<file path="config.mk">
export PLATFORM = sky130hd
export DESIGN_NAME = bcam_top
export DESIGN_NICKNAME = d
export VERILOG_FILES = /design/src/core/bcam_pkg.sv /design/src/core/bcam_match.sv /design/src/core/bcam_top.sv
export SDC_FILE = /design/constraint.sdc
export NUM_CORES = 1
export LEC_CHECK = 0
export BUFFER_PORTS_ARGS = -buffer_cell sky130_fd_sc_hd__buf_2
export CAP_MARGIN = 25
export CORE_AREA = 2 2 111 156
export DETAILED_ROUTE_END_ITERATION = 8
export DIE_AREA = 0 0 113 158
export PLACE_DENSITY = 0.46
export SYNTH_ARGS = -nofsm -noshare
export SYNTH_HDL_FRONTEND = slang
export SYNTH_SLANG_ARGS = --single-unit
</file>
<file path="constraint.sdc">
create_clock -name pclk -period 3.15 [get_ports pclk]
set_clock_uncertainty 0.05 [all_clocks]
set_input_delay 0.63 -clock pclk [delete_from_list [all_inputs] [get_ports pclk]]
set_output_delay 0.63 -clock pclk [all_outputs]
set_load 0.05 [all_outputs]
</file>
<file path="src/core/bcam_pkg.sv">
// Purpose: shared constants for the channel A break match block
// Assumes: registers are 32-bit aligned words on APB, data in bits 15:0
// Notes:   offsets are byte addresses, index times four
package bcam_pkg;

  localparam int unsigned BCAM_APB_AW   = 8;
  localparam int unsigned BCAM_DATA_W   = 32;
  localparam int unsigned BCAM_HALF_W   = 16;
  localparam int unsigned BCAM_QUAL_W   = 8;

  // register byte offsets
  localparam logic [BCAM_APB_AW-1:0] BCAM_OFS_CMP_HI  = 8'h00;
  localparam logic [BCAM_APB_AW-1:0] BCAM_OFS_CMP_LO  = 8'h04;
  localparam logic [BCAM_APB_AW-1:0] BCAM_OFS_MSK_HI  = 8'h08;
  localparam logic [BCAM_APB_AW-1:0] BCAM_OFS_MSK_LO  = 8'h0c;
  localparam logic [BCAM_APB_AW-1:0] BCAM_OFS_QUAL    = 8'h10;
  localparam logic [BCAM_APB_AW-1:0] BCAM_OFS_IRQ_STS = 8'h14;
  localparam logic [BCAM_APB_AW-1:0] BCAM_OFS_IRQ_MSK = 8'h18;

  // power-on reset values
  localparam logic [BCAM_HALF_W-1:0] BCAM_RST_HALF = 16'h0000;
  localparam logic [BCAM_QUAL_W-1:0] BCAM_RST_QUAL = 8'h00;

  // qualifier field positions
  localparam int unsigned BCAM_MST_LSB = 6;
  localparam int unsigned BCAM_ACC_LSB = 4;
  localparam int unsigned BCAM_DIR_LSB = 2;
  localparam int unsigned BCAM_SIZ_LSB = 0;

  // two-bit select encodings shared by master, access type and direction
  localparam logic [1:0] BCAM_SEL_OFF  = 2'h0;
  localparam logic [1:0] BCAM_SEL_ONE  = 2'h1;
  localparam logic [1:0] BCAM_SEL_TWO  = 2'h2;
  localparam logic [1:0] BCAM_SEL_BOTH = 2'h3;

  // operand size codes
  localparam logic [1:0] BCAM_SIZE_ANY  = 2'h0;
  localparam logic [1:0] BCAM_SIZE_BYTE = 2'h1;
  localparam logic [1:0] BCAM_SIZE_WORD = 2'h2;
  localparam logic [1:0] BCAM_SIZE_LONG = 2'h3;

  // byte lanes that carry the 16-bit register data
  localparam logic [3:0] BCAM_STRB_HALF = 4'h3;

endpackage

</file>
<file path="src/core/bcam_match.sv">
// Purpose: combinational condition compare for one bus cycle
// Assumes: cycle attributes valid in the same cycle as cyc_valid
// Notes:   purely combinational, registered by the parent
`timescale 1ns/100ps
`default_nettype none
module bcam_match #(
  parameter int unsigned ADDR_W = 32
) (
  input  wire logic [ADDR_W-1:0]             cmp_addr,
  input  wire logic [ADDR_W-1:0]             addr_mask,
  input  wire logic [bcam_pkg::BCAM_QUAL_W-1:0] qual,
  input  wire logic                          cyc_valid,
  input  wire logic [ADDR_W-1:0]             cyc_addr,
  input  wire logic                          cyc_dma,
  input  wire logic                          cyc_ifetch,
  input  wire logic                          cyc_write,
  input  wire logic [1:0]                    cyc_size,
  output logic                               match
);
  import bcam_pkg::*;

  logic [ADDR_W-1:0] bit_ok;
  logic [1:0]        mst_sel;
  logic [1:0]        acc_sel;
  logic [1:0]        dir_sel;
  logic [1:0]        siz_sel;
  logic [1:0]        eff_size;
  logic              mst_ok;
  logic              acc_ok;
  logic              dir_ok;
  logic              siz_ok;

  genvar n;
  generate
    for (n = 0; n < ADDR_W; n++)
    begin : g_bit
      // a set mask bit drops the bit from the compare
      assign bit_ok[n] = addr_mask[n] | (cmp_addr[n] == cyc_addr[n]); // RQ1
    end
  endgenerate

  assign mst_sel = qual[BCAM_MST_LSB +: 2];
  assign acc_sel = qual[BCAM_ACC_LSB +: 2];
  assign dir_sel = qual[BCAM_DIR_LSB +: 2];
  assign siz_sel = qual[BCAM_SIZ_LSB +: 2];

  // select bit one picks the first kind, bit two the second; zero never matches
  assign mst_ok = cyc_dma ? mst_sel[1] : mst_sel[0]; // RQ6
  assign acc_ok = cyc_ifetch ? acc_sel[0] : acc_sel[1]; // RQ7
  assign dir_ok = cyc_write ? dir_sel[1] : dir_sel[0]; // RQ8

  // fetches move a longword on the bus but count as word size
  assign eff_size = cyc_ifetch ? BCAM_SIZE_WORD : cyc_size; // RQ11 RQ12
  assign siz_ok   = (siz_sel == BCAM_SIZE_ANY) || (siz_sel == eff_size); // RQ9

  assign match = cyc_valid & (&bit_ok) & mst_ok & acc_ok & dir_ok & siz_ok; // RQ15
endmodule
`default_nettype wire

</file>
<file path="src/core/bcam_top.sv">
// Purpose: channel A break condition registers and match request
// Assumes: bus cycle inputs come from logic on pclk; presetn is power-on reset
// Notes:   APB slave with zero wait states; brk_req follows a match by one edge
//
// Summary of operation
// RQ1: mask bit 0 includes that compare-address bit, mask bit 1 excludes it.
// RQ2: mask splits into upper half for bits 31:16 and lower for 15:0.
// RQ3: both mask halves clear on power-on reset; manual reset leaves them alone.
// RQ4: cycle qualifier clears on power-on reset; manual reset leaves it alone.
// RQ5: qualifier bits 15:8 read zero; software writes zero there.
// RQ6: master select 00 off, 01 cpu, 10 dma engines, 11 either.
// RQ7: access type 00 off, 01 fetch, 10 data, 11 either.
// RQ8: direction 00 off, 01 read, 10 write, 11 either.
// RQ9: size 00 ignored, 01 byte, 10 word, 11 longword.
// RQ10: software clears low size bit when breaking on fetches.
// RQ11: every instruction fetch compares as word size.
// RQ12: data accesses compare their operand size, not the bus width.
// RQ13: compare address is 32 bits held as upper and lower halves.
// RQ14: software uses only word or longword accesses to these registers.
// RQ15: break only when address and all enabled qualifiers match one cycle.
// RQ16: a match raises a break request toward the interrupt logic.
`timescale 1ns/100ps
`default_nettype none
module bcam_top #(
  parameter int unsigned ADDR_W = 32
) (
  input  wire logic                               pclk,
  input  wire logic                               presetn,
  input  wire logic                               manual_reset_req,
  input  wire logic                               psel,
  input  wire logic                               penable,
  input  wire logic                               pwrite,
  input  wire logic [bcam_pkg::BCAM_APB_AW-1:0]   paddr,
  input  wire logic [bcam_pkg::BCAM_DATA_W-1:0]   pwdata,
  input  wire logic [3:0]                         pstrb,
  output logic      [bcam_pkg::BCAM_DATA_W-1:0]   prdata,
  output logic                                    pready,
  output logic                                    pslverr,
  input  wire logic                               cyc_valid,
  input  wire logic [ADDR_W-1:0]                  cyc_addr,
  input  wire logic                               cyc_dma,
  input  wire logic                               cyc_ifetch,
  input  wire logic                               cyc_write,
  input  wire logic [1:0]                         cyc_size,
  output logic                                    brk_req,
  output logic                                    irq
);
  import bcam_pkg::*;

  localparam int unsigned HALF_W = BCAM_HALF_W;

  // the register layout is two 16-bit halves of one 32-bit address
  if (ADDR_W != 2 * HALF_W)
  begin : g_bad_width
    $error("bcam_top: ADDR_W must be twice the register half width");
  end

  typedef struct packed {
    logic [HALF_W-1:0]      cmp_hi;
    logic [HALF_W-1:0]      cmp_lo;
    logic [HALF_W-1:0]      msk_hi;
    logic [HALF_W-1:0]      msk_lo;
    logic [BCAM_QUAL_W-1:0] qual;
    logic                   sts;
    logic                   irq_en;
    logic [BCAM_DATA_W-1:0] rdata;
    logic                   brk;
  } bcam_state_s;

  bcam_state_s st_q;
  bcam_state_s st_d;

  logic              setup;
  logic              access;
  logic              hit_cmp_hi;
  logic              hit_cmp_lo;
  logic              hit_msk_hi;
  logic              hit_msk_lo;
  logic              hit_qual;
  logic              hit_sts;
  logic              hit_msk;
  logic              mapped;
  logic              lanes_ok;
  logic              wr_ok;
  logic              rd_sts;
  logic              match_now;
  logic [HALF_W-1:0] wr_half;
  logic [ADDR_W-1:0] cmp_addr;
  logic [ADDR_W-1:0] addr_mask;

  assign setup  = psel & ~penable;
  assign access = psel & penable;

  assign hit_cmp_hi = (paddr == BCAM_OFS_CMP_HI);
  assign hit_cmp_lo = (paddr == BCAM_OFS_CMP_LO);
  assign hit_msk_hi = (paddr == BCAM_OFS_MSK_HI);
  assign hit_msk_lo = (paddr == BCAM_OFS_MSK_LO);
  assign hit_qual   = (paddr == BCAM_OFS_QUAL);
  assign hit_sts    = (paddr == BCAM_OFS_IRQ_STS);
  assign hit_msk    = (paddr == BCAM_OFS_IRQ_MSK);
  assign mapped     = hit_cmp_hi | hit_cmp_lo | hit_msk_hi | hit_msk_lo
                    | hit_qual | hit_sts | hit_msk;

  // a write that leaves out a lane of the 16-bit data is refused, not merged
  assign lanes_ok = ((pstrb & BCAM_STRB_HALF) == BCAM_STRB_HALF); // RQ14
  assign wr_ok    = access & pwrite & mapped & lanes_ok;
  assign rd_sts   = access & ~pwrite & hit_sts;
  assign wr_half  = pwdata[HALF_W-1:0];

  // zero wait states keeps the decode cheap; errors flag unmapped accesses or narrow writes
  assign pready  = 1'b1;
  assign pslverr = access & (~mapped | (pwrite & ~lanes_ok));

  assign cmp_addr  = {st_q.cmp_hi, st_q.cmp_lo}; // RQ13
  assign addr_mask = {st_q.msk_hi, st_q.msk_lo}; // RQ2

  bcam_match #(
    .ADDR_W (ADDR_W)
  ) u_match (
    .cmp_addr   (cmp_addr),
    .addr_mask  (addr_mask),
    .qual       (st_q.qual),
    .cyc_valid  (cyc_valid),
    .cyc_addr   (cyc_addr),
    .cyc_dma    (cyc_dma),
    .cyc_ifetch (cyc_ifetch),
    .cyc_write  (cyc_write),
    .cyc_size   (cyc_size),
    .match      (match_now)
  );

  always_comb
  begin
    st_d = st_q;

    if (wr_ok && hit_cmp_hi)
    begin
      st_d.cmp_hi = wr_half;
    end
    if (wr_ok && hit_cmp_lo)
    begin
      st_d.cmp_lo = wr_half;
    end
    if (wr_ok && hit_msk_hi)
    begin
      st_d.msk_hi = wr_half; // RQ2
    end
    if (wr_ok && hit_msk_lo)
    begin
      st_d.msk_lo = wr_half; // RQ2
    end
    if (wr_ok && hit_qual)
    begin
      // upper bits are not stored, so they can never read back as one
      st_d.qual = pwdata[BCAM_QUAL_W-1:0]; // RQ5
    end
    if (wr_ok && hit_msk)
    begin
      st_d.irq_en = pwdata[0];
    end

    // read data is fetched in the setup phase so prdata comes from a flop
    if (setup && !pwrite)
    begin
      st_d.rdata = '0;
      unique case (1'b1)
        hit_cmp_hi: st_d.rdata[HALF_W-1:0]      = st_q.cmp_hi;
        hit_cmp_lo: st_d.rdata[HALF_W-1:0]      = st_q.cmp_lo;
        hit_msk_hi: st_d.rdata[HALF_W-1:0]      = st_q.msk_hi;
        hit_msk_lo: st_d.rdata[HALF_W-1:0]      = st_q.msk_lo;
        hit_qual:   st_d.rdata[BCAM_QUAL_W-1:0] = st_q.qual; // RQ5
        hit_sts:    st_d.rdata[0]               = st_q.sts;
        hit_msk:    st_d.rdata[0]               = st_q.irq_en;
        default:    st_d.rdata                  = '0;
      endcase
    end

    // a match in the clearing cycle is kept: set beats clear
    st_d.sts = match_now | (st_q.sts & ~rd_sts & ~manual_reset_req);

    st_d.brk = match_now; // RQ16
  end

  // manual reset leaves the condition registers as they are
  always_ff @(posedge pclk or negedge presetn)
  begin
    if (!presetn)
    begin
      st_q.cmp_hi <= BCAM_RST_HALF;
      st_q.cmp_lo <= BCAM_RST_HALF;
      st_q.msk_hi <= BCAM_RST_HALF; // RQ3
      st_q.msk_lo <= BCAM_RST_HALF; // RQ3
      st_q.qual   <= BCAM_RST_QUAL; // RQ4
      st_q.sts    <= 1'b0;
      st_q.irq_en <= 1'b0;
      st_q.rdata  <= '0;
      st_q.brk    <= 1'b0;
    end
    else
    begin
      st_q <= st_d;
    end
  end

  assign prdata  = st_q.rdata;
  assign brk_req = st_q.brk;
  assign irq     = st_q.sts & st_q.irq_en;
endmodule
`default_nettype wire

</file>
==> impl_metrics.yaml <==
floorplan:
  design.die.area_um2: 17900
  start_util_pct: 29.2
  die_x_um: 113
  ioPinCount: 124
  core_area_um2: 16500
  die_y_um: 158
  placementRows: 56
yosys:
  ys.flop_type: "dfrtp_1"
  seq_area_frac_synth_pct: 47.1
  synth.distinct_cells: 42
  syn_inst: 391
  yosys-top-cells-area: "dfrtp_1, mux2_2, xnor2_1"
  yosys_warnings: 0
  synth-async-reset-ratio_pct: 100
  synth_top_area_share_pct: 47.1
  synth-edff-count: 0
  syn-mean-instance-area_um2: 12.4
  synth.largest_area_cell: "dfrtp_1"
  synth_area_um2: 4830
  synth-seq-cells: 91
critical_path:
  crit_required_ns: 2.47
  cp_max_fo: 21
  cp-end-kind: "output port"
  crit_path_start_kind: "input port"
  critPathKind: "input port to output port"
  critPathArrivalTime_ns: 1.81
drt:
  drtIter0Drc: 146
  drt_wl_total_mm: 13.1
  vias: 3273
  drc_errors: 11
  ant_nets: 0
  wire_per_inst_um: 19.4
  routed_via_density: 4.85
  dr.pass1.iters: 6
clocking:
  post_cts_buffers: 0
  cts_root_buffer: "clkbuf_16"
  numClockSinks: 91
  cts_tree: "built"
  clkLatencyLatePin_ns: 0.35
  cts_hold_buffers: 0
  numCtsBuffers: 9
  clkTransAtPathRegs_ns: 0.06
  cts_resized: 0
  htree_num_levels: 3
  cts_buffer_depth: 2
sta:
  finalHoldViolCount: 0
  finalSetupViolations: 0
  timing.fmax_ghz: 0.402
  worst_slew_pin_slew_ns: 0.714
  finalMaxSlewViolations: 0
  period_needed_ns: 2.49
  maxSlewHeadroom_pct: 52.4
  fin_tns_setup_ns: 0
  finalCritPeriodShare_pct: 79.0
  rsz0062_at_grt: "no"
global_routing:
  track_usage_pct: 15.0
  grt_max_degree: 54
  grt_pass1_vias: 3407
  grt_pass1_wl_mm: 19.7
  antenna_found_initial: 0
  grt-ovfl-total: 0
pwr:
  cellLeakagePower_nw: 2.69
  ir_drop_v: 0.000221
  power_per_cell_area_nw_per_um2: 457
status:
  outcome: "finished with violations"
  violations: "design-rule violations"
final_layout:
  syn_to_final_growth_pct: 17.8
  n_antenna_cell: 0
  final_net_count: 555
  fillCellCount: 1678
  drive_gt1_share_pct: 44.7
  fin_area_um2: 5690
place:
  port_buffers: 88
  postPlaceCellArea_um2: 5360
  place.gp.congestion: 0.821
  dp_hpwl_mm: 9.83
min_path:
  min_path_type: "input port to asynchronous set/reset pin"
run:
  maxCapViolCount: 0
cell usage in the layout, fill, tap and decap left out, types with 3 or more instances in the layout:
cell | synthesis | routed
inv_1 | 3 | 3
o22ai_1 | 15 | 15
nand4_1 | 3 | 3
conb_1 | 2 | 17
mux4_2 | 7 | 7
mux2_2 | 71 | 71
buf_4 | 37 | 10
nor2b_1 | 3 | 3
a22oi_1 | 9 | 9
nand3_1 | 5 | 5
buf_2 | 5 | 87
dfrtp_1 | 91 | 91
and3_1 | 4 | 4
buf_12 | 0 | 3
a222oi_1 | 5 | 5
a311oi_1 | 4 | 4
nor2_1 | 9 | 9
a22o_1 | 3 | 3
o21ai_0 | 15 | 15
clkbuf_16 | 0 | 9
mux2i_1 | 3 | 3
mux2_4 | 9 | 9
a21oi_1 | 4 | 4
nand2_1 | 20 | 20
xnor2_1 | 32 | 32
final timing paths:
| path | cells after the start | to | start | slack, ns |
|---|---|---|---|---|
| max | 6 | pslverr | paddr[2] | 0.66 |
| min | 1 | cmp_addr[12]$_DFFE_PN0P_ | presetn | 0.27 |
| min reg2reg | 2 | prdata[5]$_DFFE_PN0P_ | prdata[5]$_DFFE_PN0P_ | 0.42 |
| max reg2reg | 5 | brk_req$_DFF_PN0_ | cmp_addr[19]$_DFFE_PN0P_ | 1.26 |
| max in group asynchronous | 2 | cmp_addr[21]$_DFFE_PN0P_ | presetn | 2.09 |
| min in group pclk | 2 | prdata[5]$_DFFE_PN0P_ | prdata[5]$_DFFE_PN0P_ | 0.42 |
stage by stage:
step                std cells  total power, mW  hold slack, ns  setup slack [ns]  utilization, %
CTS                       675             2.64           0.311             0.676            34.4
global route              675             2.69           0.340             0.558            34.4
detailed placement        659             1.43           0.418             0.546            32.4
finish                    675             2.60           0.272             0.662            34.4
global placement          659             1.43           0.416             0.558            32.4
floorplan                 406             1.33           0.284             0.453               -
flip-flops by register name, summed over array words and instances, names as in the netlist:
signal	count
addr_mask	32
cmp_addr	32
prdata	16
st_q	10
brk_req	1
kinds of logic after synthesis:
| family | Yosys count | share of synthesized area, % |
|---|---|---|
| mux | 91 | 23.5 |
| buf+inv | 53 | 7.51 |
| xor+xnor | 32 | 5.80 |
| flops | 91 | 47.1 |
| compound gates | 61 | 8.57 |
| simple gates | 61 | 7.40 |
| other cells | 2 | 0.155 |
cell type report:
type	instances	area (um^2)	area share [%]
Inverter	3	11.3	0.198
Sequential cell	91	2280	40.0
Multi-Input combinational cell	262	2250	39.5
Clock buffer	12	256	4.51
Tap cell	203	254	4.46
Clock inverter	4	72.6	1.28
Timing Repair Buffer	100	571	10.0
Yosys cell counts, drive strengths merged (2+ instances only):
cell type / count
nand3b: 2
nor2: 10
and3: 4
inv: 3
a21oi: 4
o211ai: 2
a22oi: 9
a22o: 3
o21ai: 15
o31ai: 2
a311oi: 4
mux2i: 3
nor2b: 3
nor3b: 4
clkbuf: 6
mux4: 7
nor3: 4
buf: 44
nand4: 3
a222oi: 5
nand3: 5
nor4: 2
xnor2: 32
nand2: 22
conb: 2
mux2: 81
dfrtp: 91
o22ai: 15
routing by layer:
layer	share of wire, %	vias up	track usage [%]
met5	0	-	0
met4	2.3	0	5.75
met3	4.2	14	3.06
met2	50	93	26.0
met1	43	1641	18.3
li1	-	1525	-
power by group:
part | internal (mW) | switching [mW] | total [mW]
registers | 1.17 | 0.00259 | 1.17
clock network | 0.738 | 0.459 | 1.20
logic | 0.0740 | 0.159 | 0.233
total | 1.98 | 0.620 | 2.60
worst max-delay path: stages:
cell and delay, ns:
buf_2 0.47, nand3_1 0.14, nand3_1 0.14, a21oi_1 0.05, nor2_1 0.10, buf_2 0.27
No activity file was read; power rests on OpenSTA's default activity.
